<file path="src/lsrac_pkg.sv">
// lsrac_pkg: shared constants for the loadable shift register block
// assumes: included before the interface and the modules
package lsrac_pkg;

  // ----------------------------------------------------------------
  // widths and depths
  // ----------------------------------------------------------------
  localparam int LSRAC_MAX_WIDTH = 16;
  localparam int LSRAC_FIFO_DEPTH = 8;
  localparam int LSRAC_FIFO_PTR_W = 3;

  // ----------------------------------------------------------------
  // register map (word addresses are byte offsets, one word each)
  // ----------------------------------------------------------------
  localparam logic [7:0] LSRAC_CTRL_OFS = 8'h00;
  localparam logic [7:0] LSRAC_DATA_OFS = 8'h04;
  localparam logic [7:0] LSRAC_STAT_OFS = 8'h08;
  localparam logic [7:0] LSRAC_CAPT_OFS = 8'h0C;

  // ----------------------------------------------------------------
  // control register field positions
  // ----------------------------------------------------------------
  localparam int LSRAC_CTRL_CAPT_BIT = 0;
  localparam int LSRAC_CTRL_INV_BIT = 1;
  localparam logic [1:0] LSRAC_CTRL_RESET = 2'h0;

  // ----------------------------------------------------------------
  // status register field positions
  // ----------------------------------------------------------------
  localparam int LSRAC_STAT_EMPTY_BIT = 0;
  localparam int LSRAC_STAT_FULL_BIT = 1;
  localparam int LSRAC_STAT_COUNT_LSB = 4;

  // ----------------------------------------------------------------
  // register file reset values
  // ----------------------------------------------------------------
  localparam logic [31:0] LSRAC_WORD_ZERO = 32'h0000_0000;

endpackage

</file>
<file path="src/lsrac_stream_if.sv">
// lsrac_stream_if: valid/ready word stream between the shifter and its fifo
// assumes: one clock shared by both ends
`timescale 1ns/1ps
interface lsrac_stream_if;
  logic [lsrac_pkg::LSRAC_MAX_WIDTH-1:0] data;
  logic valid;
  logic ready;

  modport source (output data, output valid, input ready);
  modport sink (input data, input valid, output ready);
endinterface

</file>
<file path="src/lsrac_fifo.sv">
// lsrac_fifo: synchronous fifo, width and depth by parameter
// assumes: sys_clk domain, synchronous active-high reset
`timescale 1ns/1ps
module lsrac_fifo #(
  parameter int WIDTH = 16,
  parameter int DEPTH = 8,
  parameter int PTR_W = 3
) (
  // clock and reset
  input wire logic sys_clk,
  input wire logic sys_rst,
  // fill side
  lsrac_stream_if.sink fill,
  // drain side
  output logic [WIDTH-1:0] drainData,
  output logic drainValid,
  input wire logic drainReady,
  // level
  output logic [PTR_W:0] level
);
  import lsrac_pkg::*;

  typedef struct packed {
    logic [PTR_W-1:0] wrPtr;
    logic [PTR_W-1:0] rdPtr;
    logic [PTR_W:0] count;
  } lsrac_fifo_state_t;

  lsrac_fifo_state_t st;
  lsrac_fifo_state_t next_st;
  logic [WIDTH-1:0] mem [DEPTH];
  logic doPush;
  logic doPop;

  // handshake terms
  assign fill.ready = (st.count != DEPTH[PTR_W:0]);
  assign drainValid = (st.count != '0);
  assign doPush = fill.valid && fill.ready;
  assign doPop = drainValid && drainReady;
  assign drainData = mem[st.rdPtr];
  assign level = st.count;

  // pointer and count update
  always_comb
  begin
    next_st = st;
    if (doPush)
    begin
      next_st.wrPtr = st.wrPtr + 1'b1;
    end
    if (doPop)
    begin
      next_st.rdPtr = st.rdPtr + 1'b1;
    end
    if (doPush && !doPop)
    begin
      next_st.count = st.count + 1'b1;
    end
    else if (doPop && !doPush)
    begin
      next_st.count = st.count - 1'b1;
    end
  end

  // state register
  always_ff @(posedge sys_clk)
  begin
    if (sys_rst)
    begin
      st <= '0;
    end
    else
    begin
      st <= next_st;
    end
  end

  // storage array
  always_ff @(posedge sys_clk)
  begin
    if (doPush)
    begin
      mem[st.wrPtr] <= fill.data;
    end
  end
endmodule

</file>
<file path="src/lsrac_shifter.sv">
// lsrac_shifter: loadable serial-in parallel-out shift register with
// asynchronous clear, plus a wishbone slave that snapshots the stages
// into a fifo for software to read.
// assumes: controls come from logic on sys_clk; global nets from the device
// limitation: the capture side sees the stages only at sys_clk edges, so a
// clear that comes and goes between two edges is seen only as the zero stages it leaves at the next edge
//
// What this block does
// - widths 4, 8, 16; serial in, parallel out
// - clear high forces outputs low immediately
// - load copies parallel inputs, overrides enable
// - enabled edge captures serial input into stage zero
// - each stage takes previous lower stage value
// - no load, no enable: outputs hold
// - shift is one simultaneous position move
// - load stores parallel level at edge
// - power-up starts with all stages low
// - global reset net clears, polarity selectable
// - global preload pulse also clears stages
`timescale 1ns/1ps
module lsrac_shifter #(
  parameter int WIDTH = 8,
  parameter bit HAS_LOAD = 1'b1,
  parameter bit GLOBAL_RESET_INVERT = 1'b0
) (
  // clock and reset
  input wire logic sys_clk,
  input wire logic sys_rst,
  // device-wide nets
  input wire logic global_reset_net,
  input wire logic global_preload_net,
  // shifter controls
  input wire logic async_clear_in,
  input wire logic clockEnable,
  input wire logic parallel_load,
  input wire logic shift_left_serial_in,
  input wire logic [WIDTH-1:0] parallelIn,
  // shifter outputs
  output logic [WIDTH-1:0] parallelOut,
  output logic cascadeOut,
  // wishbone slave
  input wire logic wb_cyc_i,
  input wire logic wb_stb_i,
  input wire logic wb_we_i,
  input wire logic [7:0] wb_adr_i,
  input wire logic [3:0] wb_sel_i,
  input wire logic [31:0] wb_dat_i,
  output logic [31:0] wb_dat_o,
  output logic wb_ack_o,
  output logic wb_err_o
);
  import lsrac_pkg::*;

  // ----------------------------------------------------------------
  // global clear
  // ----------------------------------------------------------------

  // any of the clear sources wipes the stages asynchronously
  logic globalResetActive;
  logic stageClear;
  assign globalResetActive = global_reset_net ^ GLOBAL_RESET_INVERT;
  assign stageClear = async_clear_in | globalResetActive | global_preload_net;

  // ----------------------------------------------------------------
  // shift stages
  // ----------------------------------------------------------------

  logic loadActive;
  logic [WIDTH-1:0] stages = '0; // power-up value of every stage
  logic [WIDTH-1:0] next_stages;
  logic [WIDTH-1:0] shiftSource;

  // without a load port the load term is constant low
  assign loadActive = HAS_LOAD ? parallel_load : 1'b0;

  // per stage next value: load beats shift, shift beats hold
  for (genvar n = 0; n < WIDTH; n++)
  begin : g_stage
    if (n == 0)
    begin : g_first
      // stage zero takes the serial bit
      assign shiftSource[n] = shift_left_serial_in;
    end
    else
    begin : g_upper
      // pre-edge value of the lower neighbour, so no ripple
      assign shiftSource[n] = stages[n-1];
    end
    assign next_stages[n] = loadActive ? parallelIn[n] :
      (clockEnable ? shiftSource[n] : stages[n]);
  end

  // stage flops with asynchronous clear
  always_ff @(posedge sys_clk or posedge stageClear)
  begin
    if (stageClear)
    begin
      stages <= '0;
    end
    else
    begin
      stages <= next_stages;
    end
  end

  // one output per stage, top stage also offered for cascading
  assign parallelOut = stages;
  assign cascadeOut = stages[WIDTH-1];

  // ----------------------------------------------------------------
  // snapshot capture into the fifo
  // ----------------------------------------------------------------

  typedef struct packed {
    logic captureOn;
    logic invertData;
    logic ack;
    logic err;
    logic [31:0] rdData;
    logic [15:0] capturedCount;
    logic [WIDTH-1:0] lastStages;
    logic pendValid;
    logic [LSRAC_MAX_WIDTH-1:0] pendData;
  } lsrac_ctrl_state_t;

  lsrac_ctrl_state_t st;
  lsrac_ctrl_state_t next_st;

  lsrac_stream_if capStream ();
  logic [LSRAC_MAX_WIDTH-1:0] fifoData;
  logic fifoValid;
  logic fifoPop;
  logic [LSRAC_FIFO_PTR_W:0] fifoLevel;
  logic [LSRAC_MAX_WIDTH-1:0] stagesWide;

  assign stagesWide = LSRAC_MAX_WIDTH'(stages);
  assign capStream.data = st.pendData;
  assign capStream.valid = st.pendValid;

  lsrac_fifo #(
    .WIDTH(LSRAC_MAX_WIDTH),
    .DEPTH(LSRAC_FIFO_DEPTH),
    .PTR_W(LSRAC_FIFO_PTR_W)
  ) u_fifo (
    .sys_clk(sys_clk),
    .sys_rst(sys_rst),
    .fill(capStream),
    .drainData(fifoData),
    .drainValid(fifoValid),
    .drainReady(fifoPop),
    .level(fifoLevel)
  );

  // ----------------------------------------------------------------
  // wishbone slave
  // ----------------------------------------------------------------

  logic wbReq;
  logic wbWrite;
  logic wbRead;
  logic selLow;
  logic hitCtrl;
  logic hitData;
  logic hitStat;
  logic hitCapt;
  logic hitAny;
  logic tookWord;
  logic [31:0] readWord;

  // a request counts once; the answering cycle is not taken again
  assign wbReq = wb_cyc_i && wb_stb_i && !st.ack && !st.err;
  assign wbWrite = wbReq && wb_we_i;
  assign wbRead = wbReq && !wb_we_i;
  assign selLow = wb_sel_i[0]; // only the low byte lane enables the control and count writes

  // address decode, one word per register
  assign hitCtrl = (wb_adr_i == LSRAC_CTRL_OFS);
  assign hitData = (wb_adr_i == LSRAC_DATA_OFS);
  assign hitStat = (wb_adr_i == LSRAC_STAT_OFS);
  assign hitCapt = (wb_adr_i == LSRAC_CAPT_OFS);
  assign hitAny = hitCtrl || hitData || hitStat || hitCapt;

  // popping the data word consumes one fifo entry
  assign fifoPop = wbRead && hitData && fifoValid;

  // read multiplexer; unused bits and unmapped words read as zero
  always_comb
  begin
    readWord = LSRAC_WORD_ZERO;
    if (hitCtrl)
    begin
      readWord[LSRAC_CTRL_CAPT_BIT] = st.captureOn;
      readWord[LSRAC_CTRL_INV_BIT] = st.invertData;
    end
    else if (hitData)
    begin
      // an empty fifo reads as zero and is not popped
      readWord[LSRAC_MAX_WIDTH-1:0] = fifoValid ? fifoData : '0;
    end
    else if (hitStat)
    begin
      readWord[LSRAC_STAT_EMPTY_BIT] = !fifoValid;
      readWord[LSRAC_STAT_FULL_BIT] = !capStream.ready;
      readWord[LSRAC_STAT_COUNT_LSB +: LSRAC_FIFO_PTR_W + 1] = fifoLevel;
    end
    else if (hitCapt)
    begin
      readWord[15:0] = st.capturedCount;
    end
  end

  // register file and capture control
  always_comb
  begin
    next_st = st;
    tookWord = 1'b0;
    next_st.ack = 1'b0;
    next_st.err = 1'b0;
    next_st.lastStages = stages;
    // a pending word waits while the fifo is full, new changes are dropped
    if (st.pendValid && capStream.ready)
    begin
      next_st.pendValid = 1'b0;
    end
    // a change is taken only when the pending slot is free this cycle
    if (st.captureOn && (stages != st.lastStages) && !next_st.pendValid)
    begin
      tookWord = 1'b1;
      next_st.pendValid = 1'b1;
      next_st.pendData = st.invertData ? ~stagesWide : stagesWide;
      next_st.capturedCount = st.capturedCount + 16'h0001;
    end
    // every taken request answers next cycle with ack or err
    if (wbReq)
    begin
      next_st.rdData = readWord;
      next_st.ack = hitAny;
      next_st.err = !hitAny; // unmapped address answers with err
    end
    // control write; writes without the low lane are acked and ignored
    if (wbWrite && selLow && hitCtrl)
    begin
      next_st.captureOn = wb_dat_i[LSRAC_CTRL_CAPT_BIT];
      next_st.invertData = wb_dat_i[LSRAC_CTRL_INV_BIT];
    end
    // write clears the count; a word taken in that cycle still counts
    if (wbWrite && selLow && hitCapt)
    begin
      next_st.capturedCount = {15'h0000, tookWord};
    end
  end

  // control state register
  always_ff @(posedge sys_clk)
  begin
    if (sys_rst)
    begin
      st <= '0;
      st.captureOn <= LSRAC_CTRL_RESET[LSRAC_CTRL_CAPT_BIT];
      st.invertData <= LSRAC_CTRL_RESET[LSRAC_CTRL_INV_BIT];
    end
    else
    begin
      st <= next_st;
    end
  end

  // bus outputs straight from flops
  assign wb_ack_o = st.ack;
  assign wb_err_o = st.err;
  assign wb_dat_o = st.rdData;
endmodule

</file>
<file path="config.mk">
export PLATFORM = sky130hd
export DESIGN_NAME = lsrac_shifter
export DESIGN_NICKNAME = d
export VERILOG_FILES = /design/src/lsrac_pkg.sv /design/src/lsrac_stream_if.sv /design/src/lsrac_fifo.sv /design/src/lsrac_shifter.sv
export SDC_FILE = /design/constraint.sdc
export NUM_CORES = 1
export LEC_CHECK = 0
export BUFFER_PORTS_ARGS = -buffer_cell sky130_fd_sc_hd__buf_2
export CAP_MARGIN = 20
export CORE_MARGIN = 2
export CORE_UTILIZATION = 30
export CTS_CLUSTER_DIAMETER = 200
export CTS_CLUSTER_SIZE = 20
export DETAILED_ROUTE_END_ITERATION = 7
export GPL_ROUTABILITY_DRIVEN = 0
export GPL_TIMING_DRIVEN = 0
export SLEW_MARGIN = 10
export SYNTH_ARGS = -nofsm -noshare
export SYNTH_HDL_FRONTEND = slang
export SYNTH_SLANG_ARGS = --single-unit
</file>
<file path="constraint.sdc">
create_clock -name sys_clk -period 4.2 [get_ports sys_clk]
set_input_delay 0.84 -clock sys_clk [delete_from_list [all_inputs] [get_ports sys_clk]]
set_output_delay 0.84 -clock sys_clk [all_outputs]
set_load 0.02 [all_outputs]
</file>
* Word level (Yosys, flattened, before mapping) *
Memories as Yosys holds them, arrays and structs flattened. A register that Yosys moved wholly into a read port is not among the register bits.
Cells that the tools add are included.

storage, ports and cells
  memories kept = 1
  input bits = 63
  memory bits (writable) = 128
  bits in registers = 79
  output and inout bits = 43
  word-level logic and storage cells = 101

cells by class
  equal/unequal tests = 5
  bitwise operators = 4
  add/sub/neg operators = 5
  reduce and logical (&&, ||, !) cells = 35
  mux-type cells = 37

memory list
  name        words  bits a word  rd ports  clocked after Yosys merged registers in  write ports  RTL line          source
  u_fifo.mem  8      16           1         1                                        1            lsrac_fifo.sv:31  logic [WIDTH-1:0] mem [DEPTH];

operators with widths
  cell                                              count
  two-way mux 16 bit                                4
  two-way mux 1 bit                                 22
  two-way mux 17 bit                                1
  adder 16 x 1 -> 16 bit, second input constant     1
  == test 8 x 4 -> 1 bit, second input constant     2
  logical AND 1 bit                                 16
  NOT 8 -> 16 bit                                   1
  two-way mux 14 bit                                1
  two-way mux 4 bit                                 3
  logical NOT 1 bit                                 9
  == test 8 x 3 -> 1 bit, second input constant     1
  logical NOT 8 bit                                 1
  two-way mux 8 bit                                 1
  inequality test 8 bit                             1
  adder 3 x 1 -> 3 bit, second input constant       2
  two-way mux 2 bit                                 3
  two-way mux 3 bit                                 2
  nonzero test 2 bit                                3
  adder 4 x 1 -> 4 bit, second input constant       1
  inequality test 4 bit, second input constant      1
  nonzero test 4 bit                                1
  OR reduction 2 bit                                2
  subtractor 4 x 1 -> 4 bit, second input constant  1
  logical OR 1 bit                                  3
  2 further kinds                                   3

* Depth between registers and ports, before layout *
  depth in word-level cells = 10
  depth in mapped cells = 13
  depth with buffers taken out = 11

* Modules after synthesis *
Synthesis repeated with hierarchy kept, for this count alone.

second synthesis, totals
  cell total of the unflattened synthesis = 636
  area, all modules = 8,795.9 um^2

by module, submodules not included
  module         cells an instance  times used  area each (um^2)
  lsrac_fifo     262                1           5,585.4
  lsrac_shifter  374                1           3,210.6

* Least setup slack after synthesis *
No wires, ideal clock.

  kind = input-to-reg
  from = in wb_adr_i[5]
  to = reg u_fifo.st (netlist bit u_fifo.level[3])
  data required time = 4.130 ns
  slack = 0.367 ns
  cell stages on the path = 13
  arrival = 3.762 ns
  cell sequence = or4_1 clkbuf_2 or3_1 buf_6 or3_2 ha_1 inv_1 ha_1 a21o_1 a21oi_1 xnor2_1 or3_1 a21oi_1

between the ends
  cells in the longest elaborated chain, start to end = 7
  elaborated cells on any way between the ends = 9

ends and longest elaborated chain
  item                                                            RTL line              source
  from (decl)                                                     lsrac_shifter.sv:45   input wire logic [7:0] wb_adr_i,
  == test 8 x 3 -> 1 bit *                                        lsrac_shifter.sv:178  assign hitData = (wb_adr_i == LSRAC_DATA_OFS);
  logical AND 1 bit * (2 in a row)                                lsrac_shifter.sv:184  assign fifoPop = wbRead && hitData && fifoValid;
  logical AND 1 bit *                                             lsrac_fifo.sv:39      assign doPop = drainValid && drainReady;
  logical NOT 1 bit                                               lsrac_fifo.sv:55      if (doPush && !doPop)
  logical AND 1 bit                                               lsrac_fifo.sv:55
  two-way mux 4 bit / nonzero test 2 bit (equally long branches)  -
  to (signal assigned)                                            lsrac_fifo.sv:74      st <= next_st;
  to (decl)                                                       lsrac_fifo.sv:29      lsrac_fifo_state_t st;

Every way passes the cells marked *; elsewhere a longest branch is shown, timed or not.
A chain may end at the register's enable or synchronous reset.

* Worst setup path in the final report *
Same ends and word-level chain as after synthesis.

==> summary.txt <==
Status
  – Outcome: finished, final reports clean

Logic synthesis
  – Area fraction in compound gates after synthesis: about a tenth
  – FF+latch count, synth: roughly 150
  – Post-synthesis instance total: about 540
  – Adder-Cell Fraction of Synth Area: under 10%
  – Synth Cell Area: 0.00648 mm2
  – Synth Area in XOR/XNOR: about 3.2%
  – Synth warnings: 0
  – Mux share of post-synthesis cell area: 9.00%
  – FFs w/ async S/R, synth: approximately 5.4%
  – Dominant synthesized flop cell: edfxtp_1
  – Yosys cell types: 65
  – Simple-gate share of the synthesized area: 11.8%
  – Seq/Total Area, Yosys: between 50% and 60%
  – Largest family of logic cells by synthesized area: simple AND/OR/NAND/NOR gates
  – Synthesized area per cell: 12.1 um2
  – EDFF count, synth: 72

Routing
  – WL final: ~14000 um
  – Residual DRC: 0
  – Wire length per cell: between 15 and 20 um
  – Via/cell ratio: 4.66
  – Routed Antenna Nets: 0
  – Via count: 4285
  – Drt pass-1 iters: 4
  – DRT iter0 DRCs: ~240

STA
  – Unrepaired setup endpoints after global routing: false
  – Final period utilization: 87.7%
  – Final TNS setup: 0 ps
  – Hold violation total from the final report: 0
  – Final Max Slew Viols: 0
  – Final worst path period need: between 3000 and 4000 ps
  – Final Skew: 7.56 ps
  – Achievable frequency: around 0.27 GHz
  – Setup violations, final: 0
  – Slew HR: roughly 33%
  – Tightest Pin Transition: 986 ps

Floorplanning
  – I/O Pins: 106
  – CORE AREA: between 0.02 and 0.025 mm2
  – DIE HEIGHT: roughly 150 um
  – Die Width: ~150 um
  – Row count: 53
  – Starting Density: 30.7%
  – Die Area: around 0.023 mm2

Worst setup path
  – CP max FO: 10
  – Worst setup SP type: input port
  – Critical Path RT: between 4000 and 5000 ps
  – Reg-to-reg startpoint: wb_ack_o$_SDFF_PP0_
  – Crit. End Element: flip-flop
  – CP Buf/Inv Count: 4
  – Slowest CP cell: or4_1
  – Worst R2R End: u_fifo.level[3]$_SDFFE_PP0P_
  – Crit-path leading delay family: simple AND/OR/NAND/NOR gates
  – Worst Setup Path Type: in -> reg
  – R2R depth: 12
  – Critical path cell sequence: buf_2, or4_1, clkbuf_2, or3_1, buf_6, or3_2, ha_1, inv_1, ha_1, a21o_1, a21oi_1, xnor2_1, or3_1, a21oi_1
  – Slowest stage delay, CP: around 500 ps
  – Reg-to-reg setup timing slack: a little over 700 ps
  – Arr. time, crit path: between 4000 and 5000 ps

Clock network
  – Clock Path Buffers: 2
  – CTS tree: yes
  – Post-CTS Hold Buffers: 0
  – Cts bufs inserted: 17
  – H-tree depth: 4
  – # clock sinks: 147
  – Setup Buffers After CTS: 0
  – Worst skew pair latency: ~420 ps
  – Reg clk slew, reported paths: ~60 ps
  – Root buffer cell: clkbuf_16
  – Post-cts sizing count: 0

Final layout
  – Final nets: 702
  – # diodes: 0
  – Area grow syn2layout: 20.6%
  – Final non-filler cell area: 0.00782 mm2
  – Fraction of layout cells with a size suffix above 1: between 20% and 30%

Global routing
  – Met1 Use GR: 17.8%
  – Antenna violations before repair: 0
  – GR Util met2: roughly 20%
  – Wire length of the first global-routing pass: 22200 um
  – GRT busiest layer: met2
  – Largest net degree at the start of global routing: 17
  – Gr usage total: a little over an eighth
  – Overflow after GRT: 0
  – Met3 usage: ~4.5%
  – Number of global-route vias before repair: between 4000 and 5000

Hold path
  – HP Class: reg -> reg
  – Hold wc startpoint: wb_dat_o[5]$_SDFFE_PP0N_
  – WHS Endpoint: wb_dat_o[5]$_SDFFE_PP0N_
  – Hold path depth: 2

Power and ir drop
  – Maximum vdd drop: just over 300 uV
  – Power Dens Cells: 401 mW/mm2
  – Leak: about 0.0029 uW

Run
  – Max-cap violations: 0

Placed design
  – DPL Wire Length: 10300 um
  – I/O Buffers: 54
  – Area post-placement: 0.00725 mm2
[logic make-up after synthesis]
| group | after synthesis |
|---|---|
| buf+inv | 77 |
| mux | 40 |
| simple gates | 149 |
| fa+ha+maj | 7 |
| flops | 147 |
| compound gates | 92 |
| xor+xnor | 24 |
| other cells | 1 |
[worst max path at each step]
| stage | slack [ps] | start | endpoint | cells after the start |
|---|---|---|---|---|
| floorplan | 370 | wb_adr_i[5] | u_fifo.level[3]$_SDFFE_PP0P_ | 13 |
| finish | 510 | wb_adr_i[5] | u_fifo.level[3]$_SDFFE_PP0P_ | 14 |
| global placement | 100 | wb_adr_i[5] | u_fifo.level[3]$_SDFFE_PP0P_ | 14 |
| detailed placement | 80 | wb_adr_i[5] | u_fifo.level[3]$_SDFFE_PP0P_ | 14 |
| global route | 400 | wb_adr_i[5] | u_fifo.level[3]$_SDFFE_PP0P_ | 14 |
| CTS | 530 | wb_adr_i[5] | u_fifo.level[3]$_SDFFE_PP0P_ | 14 |
[routing by layer]
metal	wire length, um	share of wire [%]	up-vias
met3	919	6.5	11
li1	-	-	2132
met5	0	0	-
met4	96	0.68	0
met1	6690	47	2025
met2	6480	46	117
[Yosys cell counts (9+ instances only)]
master,instances,share of area (%)
edfxtp_1,72,33
dfxtp_1,67,21
nand2_1,41,2.4
buf_4,40,4.6
nor2_1,36,2.1
a21oi_1,25,1.9
mux2i_1,23,3.6
xnor2_1,22,3.0
o21ai_0,15,1.2
clkbuf_1,14,0.81
mux4_2,13,4.5
nor2b_1,12,1.2
inv_1,11,0.64
or4_1,11,1.3
a211oi_1,10,1.2
nand3_1,10,0.77
nand4_1,9,0.87
[stage by stage]
step / instances / worst slack (ps) / hold WS (ps) / power [uW] / utilization (%)
after global routing: 920 / 400 / 477 / 3250 / 37.1
after detailed placement: 888 / 80.3 / 451 / 1700 / 34.4
after global placement: 881 / 95.4 / 444 / 1700 / 33.9
after CTS: 920 / 532 / 460 / 3170 / 37.1
final: 920 / 515 / 459 / 3140 / 37.1
after floorplan: 552 / 367 / 432 / 1660 / -
[state kept, by name (all words and copies together), names as in the netlist, named ones only]
signal	flops
u_fifo.level	4
wb_err_o	1
u_fifo.st	6
capStream.valid	1
wb_ack_o	1
u_fifo.mem	72
st	26
parallelOut	8
wb_dat_o	16
capStream.data	9
[cell type report]
cell class              instances  area (um2)
flip-flops and latches        147        3700
clock inverters                13         135
repair buffers                 61         327
fillers                      2076       13300
well taps                     275         344
multi-input cells             328        2400
inverters                      11        41.3
plain buffers                  66         437
clock buffers                  19         433
[worst reg2reg max path, cell delays in order, from the launching register on]
cell	delay (ps)
dfxtp_1	310
or4bb_2	710
or3_1	350
buf_6	150
or3_2	430
ha_1	240
inv_1	120
ha_1	240
a21o_1	170
a21oi_1	170
xnor2_1	90
or3_1	300
a21oi_1	140
[where the power goes]
part / total (uW) / switching, uW / internal, uW
clock network: 1460 / 591 / 872
registers: 1530 / 20.2 / 1510
logic: 147 / 78.7 / 67.9
total: 3140 / 690 / 2450
[cell usage in the layout (no fill, tap or decap), types with 11 or more instances in the layout]
master     count
mux2i_1       23
nor2_1        36
mux4_2        13
clkbuf_1      16
inv_1         11
nand2_1       41
conb_1        16
nor2b_1       12
or4_1         11
clkbuf_16     17
buf_4         46
o21ai_0       15
dfxtp_1       67
xnor2_1       22
a21oi_1       25
buf_2         58
edfxtp_1      72
Note: power is estimated with default switching activity, not from simulation.
